### src/shared/tcw_pkg.sv
// Purpose: constants for the timer compare and waveform block
// Assumes: one clock, timer advances on a count enable input
// Notes: mode and field encodings shared by all design files
//
// Summary of operation
// - Nonzero output mode overrides port pin value
// - Direction bit alone decides pin drive
// - Override depends only on output mode bits
// - Output mode zero leaves state unchanged
// - Mode change acts next match; non-PWM force acts now
// - Count sequence depends only on waveform mode
// - Normal mode increments, wraps 0xff to 0x00
// - Normal overflow flag set when counter hits zero
// - Clear-on-match clears counter at compare A
// - Clear-on-match compare A unbuffered, may wrap
// - Clear-on-match raises compare flag A at top
// - Clear-on-match mode 1 toggles at each match
// - Clear-on-match overflow set passing max to zero
// - Fast PWM counts zero to top, restarts
// - Non-inverting clears at match, sets at bottom
// - Fast PWM: two non-inverted, three inverted
// - Counter clears cycle after top; bottom action
// - Fast PWM overflow flag set at top
// - Fixed top period is 256 timer clocks
// - Compare zero spikes; compare max constant level
// - Fast PWM mode 1 toggles, buffer kept
// - Output state separate, settable before enable
// - Non-PWM force updates state, no flag, no clear
// - PWM compare writes buffered, others direct
package tcw_pkg;
  localparam logic [2:0] WGM_NORMAL   = 3'h0;
  localparam logic [2:0] WGM_CLEAR    = 3'h2;
  localparam logic [2:0] WGM_FAST_MAX = 3'h3;
  localparam logic [2:0] WGM_FAST_A   = 3'h7;
  localparam logic [1:0] COM_OFF      = 2'h0;
  localparam logic [1:0] COM_TOGGLE   = 2'h1;
  localparam logic [1:0] COM_CLEAR    = 2'h2;
  localparam logic [1:0] COM_SET      = 2'h3;
  localparam logic [7:0] COUNT_BOTTOM = 8'h00;
  localparam logic [7:0] COUNT_MAX    = 8'hff;
  localparam logic [7:0] COUNT_RESET  = 8'h00;
  localparam logic [7:0] COMPARE_RESET = 8'h00;
  localparam logic       STATE_RESET  = 1'b0;
  localparam logic [8:0] FIXED_PERIOD = 9'h100; // Fast PWM period at top = max
  typedef enum logic [1:0] {ACT_NONE, ACT_TOGGLE, ACT_CLEAR, ACT_SET} tcw_action_type;
endpackage

### src/hdl/tcw_compare_channel.sv
// Purpose: one compare channel: buffer, match detect and output state
// Assumes: count_enable is the timer clock enable
// Notes: output state kept apart from the pin
`timescale 1ns/1ps
module tcw_compare_channel import tcw_pkg::*; (
  input  wire logic       clock,             // System clock
  input  wire logic       srst,              // Synchronous reset
  input  wire logic       count_enable,      // Timer clock enable
  input  wire logic [2:0] waveform_mode_select, // Waveform mode
  input  wire logic [1:0] compare_output_mode_bits, // Output mode
  input  wire logic [7:0] counter_value,     // Current count
  input  wire logic       at_top,            // Counter at top
  input  wire logic       at_bottom_clear,   // Counter clearing to bottom
  input  wire logic       match_block,       // Match blocked this cycle
  input  wire logic       compare_write,     // Compare value write strobe
  input  wire logic [7:0] compare_wdata,     // Compare write data
  input  wire logic       force_compare_strobe, // Force match strobe
  input  wire logic       state_write,       // Preset output state
  input  wire logic       state_wdata,       // Preset value
  output logic      [7:0] compare_value,     // Active compare value
  output logic      [7:0] compare_buffer,    // Buffered write value
  output logic            match,             // Real match, one cycle
  output logic            compare_output_state // Internal output state
);
  logic pwm_mode;
  logic [7:0] compare_buffer_reg;
  logic [7:0] compare_value_reg;
  logic state_reg;
  logic state_next;
  tcw_action_type match_action;
  tcw_action_type bottom_action;

  assign pwm_mode = (waveform_mode_select == WGM_FAST_MAX) || (waveform_mode_select == WGM_FAST_A);

  // Buffer update; PWM loads active value at top to avoid odd pulses
  always_ff @(posedge clock) begin
    if (srst) begin
      compare_buffer_reg <= COMPARE_RESET;
      compare_value_reg  <= COMPARE_RESET;
    end else begin
      if (compare_write) begin
        compare_buffer_reg <= compare_wdata;
      end
      if (!pwm_mode && compare_write) begin
        compare_value_reg <= compare_wdata;
      end else if (pwm_mode && count_enable && at_top) begin
        compare_value_reg <= compare_buffer_reg;
      end
    end
  end

  // Match on timer tick only, suppressed after a counter write
  assign match = count_enable && !match_block && (counter_value == compare_value_reg);

  // Action selection; mode bits read live so a change acts at next match
  always_comb begin
    match_action  = ACT_NONE;
    bottom_action = ACT_NONE;
    case (compare_output_mode_bits)
      COM_OFF: match_action = ACT_NONE;
      COM_TOGGLE: match_action = ACT_TOGGLE;
      COM_CLEAR: begin
        match_action = ACT_CLEAR;
        if (pwm_mode) begin
          bottom_action = ACT_SET;
        end
      end
      default: begin
        match_action = ACT_SET;
        if (pwm_mode) begin
          bottom_action = ACT_CLEAR;
        end
      end
    endcase
  end

  // Next output state; match wins over bottom so compare max holds level
  always_comb begin
    state_next = state_reg;
    if (count_enable && at_bottom_clear) begin
      if (bottom_action == ACT_SET) begin
        state_next = 1'b1;
      end else if (bottom_action == ACT_CLEAR) begin
        state_next = 1'b0;
      end
    end
    if (match || (force_compare_strobe && !pwm_mode)) begin
      case (match_action)
        ACT_TOGGLE: state_next = !state_reg;
        ACT_CLEAR:  state_next = 1'b0;
        ACT_SET:    state_next = 1'b1;
        default:    state_next = state_next;
      endcase
    end
  end

  // Output state register, presettable before pin enable
  always_ff @(posedge clock) begin
    if (srst) begin
      state_reg <= STATE_RESET;
    end else if (state_write) begin
      state_reg <= state_wdata;
    end else begin
      state_reg <= state_next;
    end
  end

  assign compare_value        = compare_value_reg;
  assign compare_buffer       = compare_buffer_reg;
  assign compare_output_state = state_reg;
endmodule

### src/hdl/tcw_pin_override.sv
// Purpose: port pin source select for the compare output
// Assumes: port data and direction come from port registers
// Notes: waveform mode plays no part here
`timescale 1ns/1ps
module tcw_pin_override import tcw_pkg::*; (
  input  wire logic       clock,             // System clock
  input  wire logic       srst,              // Synchronous reset
  input  wire logic [1:0] compare_output_mode_bits, // Output mode
  input  wire logic       compare_output_state, // Internal state
  input  wire logic       port_data,         // Normal port output value
  input  wire logic       port_direction,    // 1 selects output
  output logic            pin_out,           // Pin output level
  output logic            pin_oe_n           // Low while driving
);
  logic pin_out_reg;
  logic pin_oe_n_reg;

  // Registered pin drive; tristate at reset like a port pin
  always_ff @(posedge clock) begin
    if (srst) begin
      pin_out_reg  <= 1'b0;
      pin_oe_n_reg <= 1'b1;
    end else begin
      pin_out_reg  <= (compare_output_mode_bits != COM_OFF) ? compare_output_state : port_data;
      pin_oe_n_reg <= !port_direction;
    end
  end

  assign pin_out  = pin_out_reg;
  assign pin_oe_n = pin_oe_n_reg;
endmodule

### src/hdl/tcw_timer.sv
// Purpose: 8-bit timer with normal, clear-on-match and fast PWM modes
// Assumes: count_enable pulses once per prescaled timer clock
// Notes: channel A drives the pin; flags cleared by pulse inputs
`timescale 1ns/1ps
module tcw_timer import tcw_pkg::*; (
  input  wire logic       clock,             // 40 MHz system clock
  input  wire logic       srst,              // Synchronous reset
  input  wire logic       count_enable,      // Timer clock enable
  input  wire logic [2:0] waveform_mode_select, // Waveform mode
  input  wire logic [1:0] channel_a_output_mode_bits, // Channel A mode
  input  wire logic       counter_write,     // Counter write strobe
  input  wire logic [7:0] counter_wdata,     // Counter write data
  input  wire logic       compare_write,     // Compare A write strobe
  input  wire logic [7:0] compare_wdata,     // Compare A write data
  input  wire logic       force_compare_strobe, // Force match A
  input  wire logic       state_write,       // Preset output state A
  input  wire logic       state_wdata,       // Preset value
  input  wire logic       overflow_clear,    // Clear overflow flag
  input  wire logic       compare_clear,     // Clear compare flag A
  input  wire logic       port_data,         // Port output value
  input  wire logic       port_direction,    // Port direction bit
  output logic      [7:0] counter_value,     // Counter value
  output logic      [7:0] compare_value_a,   // Active compare A
  output logic      [7:0] compare_buffer_a,  // Buffered compare A
  output logic            overflow_flag,     // Overflow flag
  output logic            compare_flag_a,    // Compare flag A
  output logic            channel_a_output_state, // Output state A
  output logic            pin_out,           // Pin output level
  output logic            pin_oe_n           // Pin output enable, low
);
  logic [7:0] counter_reg;
  logic [7:0] counter_next;
  logic [7:0] top_value;
  logic       at_top;
  logic       at_bottom_clear;
  logic       fast_mode;
  logic       clear_mode;
  logic       match_a;
  logic       match_block_reg;
  logic       overflow_reg;
  logic       compare_flag_reg;
  logic       overflow_event;
  logic       compare_event_reg;

  // Mode decode from waveform select only; output mode never counted in
  assign fast_mode  = (waveform_mode_select == WGM_FAST_MAX) || (waveform_mode_select == WGM_FAST_A);
  assign clear_mode = (waveform_mode_select == WGM_CLEAR);
  assign top_value  = (waveform_mode_select == WGM_FAST_MAX) ? COUNT_MAX : compare_value_a;
  assign at_top     = fast_mode ? (counter_reg == top_value) : (counter_reg == COUNT_MAX);
  assign at_bottom_clear = fast_mode && at_top;

  // Count sequence
  always_comb begin
    counter_next = counter_reg + 8'h01;
    if (fast_mode && at_top) begin
      counter_next = COUNT_BOTTOM;
    end else if (clear_mode && match_a) begin
      counter_next = COUNT_BOTTOM;
    end
  end

  // Counter register; a write beats any count or clear
  always_ff @(posedge clock) begin
    if (srst) begin
      counter_reg <= COUNT_RESET;
    end else if (counter_write) begin
      counter_reg <= counter_wdata;
    end else if (count_enable) begin
      counter_reg <= counter_next;
    end
  end

  // Block the match on the first tick after a counter write; held until that tick
  always_ff @(posedge clock) begin
    if (srst) begin
      match_block_reg <= 1'b0;
    end else if (counter_write) begin
      match_block_reg <= 1'b1;
    end else if (count_enable) begin
      match_block_reg <= 1'b0;
    end
  end

  // Overflow: wrap in normal or clear mode, top in fast PWM
  assign overflow_event = count_enable && !counter_write &&
                          (fast_mode ? at_top : (counter_reg == COUNT_MAX));

  // Overflow flag; set beats clear so no event is lost
  always_ff @(posedge clock) begin
    if (srst) begin
      overflow_reg <= 1'b0;
    end else if (overflow_event) begin
      overflow_reg <= 1'b1;
    end else if (overflow_clear) begin
      overflow_reg <= 1'b0;
    end
  end

  // Compare flag set two clocks after the match; forcing never sets it
  always_ff @(posedge clock) begin
    if (srst) begin
      compare_event_reg <= 1'b0;
    end else begin
      compare_event_reg <= match_a;
    end
  end

  always_ff @(posedge clock) begin
    if (srst) begin
      compare_flag_reg <= 1'b0;
    end else if (compare_event_reg) begin
      compare_flag_reg <= 1'b1;
    end else if (compare_clear) begin
      compare_flag_reg <= 1'b0;
    end
  end

  // Channel A compare and output state
  tcw_compare_channel u_channel_a (
    .clock                    (clock),
    .srst                     (srst),
    .count_enable             (count_enable),
    .waveform_mode_select     (waveform_mode_select),
    .compare_output_mode_bits (channel_a_output_mode_bits),
    .counter_value            (counter_reg),
    .at_top                   (at_top),
    .at_bottom_clear          (at_bottom_clear),
    .match_block              (match_block_reg || counter_write),
    .compare_write            (compare_write),
    .compare_wdata            (compare_wdata),
    .force_compare_strobe     (force_compare_strobe),
    .state_write              (state_write),
    .state_wdata              (state_wdata),
    .compare_value            (compare_value_a),
    .compare_buffer           (compare_buffer_a),
    .match                    (match_a),
    .compare_output_state     (channel_a_output_state)
  );

  // Pin source and direction
  tcw_pin_override u_pin (
    .clock                    (clock),
    .srst                     (srst),
    .compare_output_mode_bits (channel_a_output_mode_bits),
    .compare_output_state     (channel_a_output_state),
    .port_data                (port_data),
    .port_direction           (port_direction),
    .pin_out                  (pin_out),
    .pin_oe_n                 (pin_oe_n)
  );

  assign counter_value  = counter_reg;
  assign overflow_flag  = overflow_reg;
  assign compare_flag_a = compare_flag_reg;
endmodule

### config.mk
export PLATFORM = sky130hd
export DESIGN_NAME = tcw_timer
export DESIGN_NICKNAME = d
export VERILOG_FILES = /design/src/shared/tcw_pkg.sv /design/src/hdl/tcw_compare_channel.sv /design/src/hdl/tcw_pin_override.sv /design/src/hdl/tcw_timer.sv
export SDC_FILE = /design/constraint.sdc
export NUM_CORES = 1
export LEC_CHECK = 0
export BUFFER_PORTS_ARGS = -buffer_cell sky130_fd_sc_hd__buf_2
export CORE_UTILIZATION = 40
export DETAILED_ROUTE_END_ITERATION = 10
export HOLD_SLACK_MARGIN = 0.1
export PLACE_DENSITY = 0.7
export SETUP_SLACK_MARGIN = 0.15
export SLEW_MARGIN = 20
export SYNTH_ARGS = -nofsm -noshare
export SYNTH_HDL_FRONTEND = slang
export SYNTH_HIERARCHICAL = 1
export SYNTH_SLANG_ARGS = --single-unit
### constraint.sdc
create_clock -name clock -period 2.9 [get_ports clock]
set_input_delay 0.435 -clock clock [delete_from_list [all_inputs] [get_ports clock]]
set_output_delay 0.435 -clock clock [all_outputs]
set_load 0.05 [all_outputs]
# --- Yosys cells after proc, flatten, opt, wreduce, memory -nomap -nowiden ---
# Index checks and enable logic that the tools add are counted.
classes:
  n_reduce_logical: 26
  n_mux: 26
  mul: 0
  n_eq_ne: 13
  magnitude_cmp: 0
  div_mod_pow: 0
  addsub: 1
  bitwise_logic: 0
  n_shift: 0
op_table:
  columns: ["op", "n"]
  rows:
  - ["2-to-1 mux 8 bit", 7]
  - ["== test 8 bit", 2]
  - ["2-to-1 mux 1 bit", 14]
  - ["logical AND 1 bit", 11]
  - ["== test 2 bit (second input constant)", 5]
  - ["nonzero test 2 bit", 5]
  - ["adder 8 x 1 -> 8 bit (second input constant)", 1]
  - ["== test 8 bit (second input constant)", 1]
  - ["== test 3 x 2 -> 1 bit (second input constant)", 2]
  - ["one-hot mux 2 bit (3 select lines)", 1]
  - ["logical NOT 1 bit", 5]
  - ["== test 2 x 1 -> 1 bit (second input constant)", 2]
  - ["2-to-1 mux 2 bit", 2]
  - ["one-hot mux 2 bit (2 select lines)", 1]
  - ["== test 3 bit (second input constant)", 1]
  - ["logical OR 1 bit", 3]
  - ["one-hot mux 1 bit (3 select lines)", 1]
  - ["logical NOT 2 bit", 1]
  - ["OR reduction 2 bit", 1]
totals:
  in_bits: 33
  romBits: 0
  out_inout_bits: 29
  regBits: 31
  latchBits: 0
  mem_bits_rw: 0
  elab_cells: 76
  n_memories: 0

# --- Depth between registers and ports, before layout ---
logic_depth:
  word_depth: 11
  mapped_depth: 10
  mapped_depth_nobuf: 9

# --- Hierarchy ---
# The synthesis kept the hierarchy.
modules_own_cells:
  columns: ["mod", "seq_area_each_um2", "n_inst", "area_each_um2", "cells_each"]
  rows:
  - ["tcw_timer", 240.2, 1, 908.4, 101]
  - ["tcw_compare_channel", 340.3, 1, 838.3, 86]
  - ["tcw_pin_override", 40.0, 1, 65.1, 6]

# --- Worst setup path before layout ---
# No wires, ideal clock.
synth_path:
  kind: "reg-to-reg"
  startpoint: "reg counter_reg[1] (netlist: counter_value[1])"
  endpoint: "reg u_channel_a.compare_value_reg[4] (netlist: u_channel_a/compare_value[4])"
  required_time_ns: 2.814
  synth_period_minus_slack_ns: 2.589
  arrival_ns: 2.503
  path_stages_with_launch: 10
  slack_ns: 0.311
  path_buffers: 1
  cell_sequence: "dfxtp_1 > xor2_1 > o31ai_1 > a32oi_1 > nor4_2 > buf_6 > o21bai_1 > nand4_2 > mux2i_1 > a211oi_1"
synth_via:
  elab_chain_len: 4
synth_rtl:
  columns: ["element", "line", "source"]
  rows:
  - ["start, declared", "tcw_timer.sv:31", "logic [7:0] counter_reg;"]
  - ["start signal, assigned", "tcw_timer.sv:67", "counter_reg <= counter_wdata;"]
  - ["start signal, assigned", "tcw_timer.sv:69", "counter_reg <= counter_next;"]
  - ["== test 8 bit", "tcw_timer.sv:49", "assign at_top = fast_mode ? (counter_reg == top_value) : (counter_reg == COUNT_MAX);"]
  - ["2-to-1 mux 1 bit *", "tcw_timer.sv:49", null]
  - ["named net at_top", "tcw_timer.sv:34", "logic at_top;"]
  - ["logical AND 1 bit *", "tcw_compare_channel.sv:46", "end else if (pwm_mode && count_enable && at_top) begin"]
  - ["nonzero test 2 bit (no source line) *", null, null]
  - ["end signal, assigned", "tcw_compare_channel.sv:45", "compare_value_reg <= compare_wdata;"]
  - ["end signal, assigned", "tcw_compare_channel.sv:47", "compare_value_reg <= compare_buffer_reg;"]
  - ["end, declared", "tcw_compare_channel.sv:27", "logic [7:0] compare_value_reg;"]
# Mark *: on every way through the listed nets, which the timed path passes. The rest lies on a longest branch.
# A chain may end at the register's enable or synchronous reset.

# --- Final worst setup path ---
layout_path:
  startpoint: "reg counter_reg[1] (netlist: counter_value[1])"
  endpoint: "reg u_channel_a.compare_value_reg[3] (netlist: u_channel_a/compare_value[3])"
# Same word-level chain as after synthesis.

==> impl_metrics.csv <==
group,metric,value,unit
synthesis,ys_async_sr_fraction,0,
finish,finish.utilization,0.514,
routing,vias,1612,
setup_path,slowest_stage,"dfxtp_1",
clock_tree,cts_root_buf,"clkbuf_8",
clock_tree,cts_made_buffers,5,
sta,finalHoldViolations,0,
routing,routedWlPerCell,13.4,um
clock_tree,clock_path_buffers,2,
clock_tree,cts_max_level,2,
hold_path,hold_class,"input port to flop",
setup_path,start_kind,"flop",
floorplanning,row_count,24,
place,place.gp.congestion,0.784,
clock_tree,clkTransAtPathRegs,70,ps
clock_tree,post_cts_resize_count,0,
synthesis,synthCells,193,
clock_tree,cts_tree,"built",
floorplanning,dieHeight,69.3,um
clock_tree,clk_latency,280,ps
floorplanning,initial_core_util,0.416,
routing,drtAntennaViolNets,0,
run_status,status,"complete, no violations",
setup_path,cp_data_arrival_time,2620,ps
setup_path,critPathKind,"flop to flop",
floorplanning,fp.dieW,69.3,um
sta,timing.final.crit_share,0.836,
floorplanning,ios,62,
synthesis,yosysSeqAreaShare,0.343,
routing,wl,4.09,mm
sta,slew_violations,0,
synthesis,syn-num-nets,227,
clock_tree,clock_sinks,31,
sta,slew_headroom,0.646,
floorplanning,fp.coreArea,0.00435,mm^2
setup_path,end_kind,"flop",
power_and_ir_drop,total_leakage_power,1.01,nW
hold_path,min_to,"u_pin/pin_oe_n$_SDFF_PP1_",
routing,drc,0,
sta,fmax,0.412,GHz
global_route,overflow,0,
sta,min_period,2430,ps
place,io_buffers,61,
power_and_ir_drop,peakVddDrop,266,uV
sta,setup_viol,0,
global_route,grt_first_pass_wirelength,7.13,mm
global_route,grt_usage,0.183,
synthesis,yosys_warnings,6,
sta,finalClockSkew,7.86,ps
global_route,grt_pass1_vias,1516,
setup_path,r2r_end,"u_channel_a/compare_value[3]$_SDFFE_PP0P_",
routing,first_iter_violations,46,
synthesis,ys_seq_elements,31,
hold_path,whs_path_depth,2,
finish,final_common_cell,"buf_2",
sta,rsz0062_at_grt,"false",
clock_tree,post_cts_buffers,0,
setup_path,rr_worst_depth,8,
sta,fin_tns_setup,0,ps
global_route,grt_max_degree,33,
power_and_ir_drop,power.total,0.00111,W
sta,tightest_slew,531,ps
power_and_ir_drop,p_per_area,497,mW/mm^2
synthesis,mappedNetlistArea,0.00181,mm^2
hold_path,hold_start,"port_direction",
synthesis,ys_types,45,
place,hpwl,3.01,mm
setup_path,rr_startpoint,"counter_value[1]$_SDFFE_PP0P_",
finish,final_cell_mix,"61 x buf_2, 31 x dfxtp_1, 20 x nor2_1, 16 x mux2i_1, 13 x a21oi_1",
floorplanning,die-area,0.00480,mm^2
synthesis,postSynthAreaPerCell,9.39,um^2
run,cap_violations,0,
finish,fin_nets,288,
routing,drt_first_pass_iters,4,
setup_path,required,3090,ps
finish,synthToLayoutAreaGrowth,23.4,%
setup_path,r2r_setup_slack,470,ps
setup_path,cp_max_fo,9,
finish,drive_above_1_share,0.339,
finish,diodes,0,
synthesis,synth_edf_count,0,
clock_tree,cts-hold-fix-buffers,0,
synthesis,synth_ff_type,"dfxtp_1",
finish,fillers,443,
setup_path,crit_chain,"xor2_1 -> o31ai_1 -> a32oi_1 -> nor4_2 -> o21bai_1 -> nand4_2 -> mux2i_1 -> a211oi_1",
global_route,antenna_found_initial,0,
routing,vias_per_cell,5.27,
setup_path,cp_slowest_stage_delay,510,ps
logic make-up (layout without fill, tap and decap cells):
group	Yosys count	count (layout)	synth area share
AO/OA/AOI/OAI	45	45	0.211
XOR/XNOR	17	17	0.0822
adder cells (fa/ha/maj)	1	1	0.00690
buffers and inverters	14	75	0.0373
flip-flops	31	31	0.343
multiplexers	17	17	0.0967
AND/OR/NAND/NOR	68	68	0.223
Yosys cell counts (2+ instances only):
| cell | number | area share |
|---|---|---|
| dfxtp_1 | 31 | 0.34 |
| nor2_1 | 20 | 0.041 |
| mux2i_1 | 16 | 0.088 |
| a21oi_1 | 13 | 0.036 |
| xnor2_1 | 12 | 0.058 |
| a211oi_1 | 8 | 0.033 |
| nand2_1 | 8 | 0.017 |
| nand3_1 | 7 | 0.019 |
| o32ai_2 | 7 | 0.063 |
| nor3b_1 | 6 | 0.025 |
| inv_1 | 5 | 0.010 |
| nor2b_1 | 5 | 0.017 |
| xor2_1 | 5 | 0.024 |
| clkbuf_1 | 4 | 0.0083 |
| nand2b_1 | 3 | 0.010 |
| nor3_1 | 3 | 0.0083 |
| o21ai_0 | 3 | 0.0083 |
| o31ai_1 | 3 | 0.012 |
| a32oi_1 | 2 | 0.0097 |
| and3_1 | 2 | 0.0069 |
| buf_1 | 2 | 0.0041 |
| buf_4 | 2 | 0.0083 |
| nand3b_1 | 2 | 0.0083 |
| nand4bb_1 | 2 | 0.012 |
| o32ai_1 | 2 | 0.0097 |
metrics by stage:
stage	setup WS [ps]	instances	instance area, um^2	hold slack [ps]
2_1_floorplan	311	193	1810	413
3_3_place_gp	422	299	2150	424
3_5_place_dp	371	299	2150	429
4_1_cts	434	306	2240	315
5_1_grt	157	306	2240	332
6_report	475	306	2240	321
where the power goes:
part / internal, W / switching (W) / leakage, nW
Sequential: 0.000453 / 0.0000383 / 0.256
Combinational: 0.000100 / 0.000177 / 0.708
Clock: 0.000186 / 0.000158 / 0.0470
Total: 0.000739 / 0.000373 / 1.01
metal layers:
layer,global-route usage,vias up,wire (um)
li1,-,829,-
met3,0.0378,5,174
met4,0.0748,0,61
met2,0.283,41,1820
met5,0,-,0
met1,0.249,737,2030
how the worst max path moves through the flow:
| stage | slack [ps] | end | cells after the start | start |
|---|---|---|---|---|
| after global routing | 160 | u_channel_a/compare_value[5]$_SDFFE_PP0P_ | 8 | counter_value[1]$_SDFFE_PP0P_ |
| after CTS | 430 | u_channel_a/compare_value[3]$_SDFFE_PP0P_ | 8 | counter_value[1]$_SDFFE_PP0P_ |
| after floorplan | 310 | u_channel_a/compare_value[4]$_SDFFE_PP0P_ | 9 | counter_value[1]$_SDFFE_PP0P_ |
| final | 470 | u_channel_a/compare_value[3]$_SDFFE_PP0P_ | 8 | counter_value[1]$_SDFFE_PP0P_ |
| after global placement | 420 | u_channel_a/compare_value[5]$_SDFFE_PP0P_ | 9 | waveform_mode_select[2] |
| after detailed placement | 370 | u_channel_a/compare_value[3]$_SDFFE_PP0P_ | 9 | waveform_mode_select[2] |
final cells by class:
| type | instances | area, um^2 | area share |
|---|---|---|---|
| Multi-Input combinational cell | 148 | 1120 | 0.503 |
| Sequential cell | 31 | 621 | 0.278 |
| Timing Repair Buffer | 63 | 320 | 0.143 |
| Clock buffer | 6 | 82.6 | 0.0369 |
| Tap cell | 52 | 65.1 | 0.0291 |
| Inverter | 5 | 18.8 | 0.00839 |
| Clock inverter | 1 | 5.00 | 0.00224 |
worst max-delay path: cells and delay by family, from the launching register on:
kind	cells	cell delay, ps
xor+xnor	1	110
flops	1	510
mux	1	210
simple gates	2	740
compound gates	4	750
(Power assumes the default switching activity.)
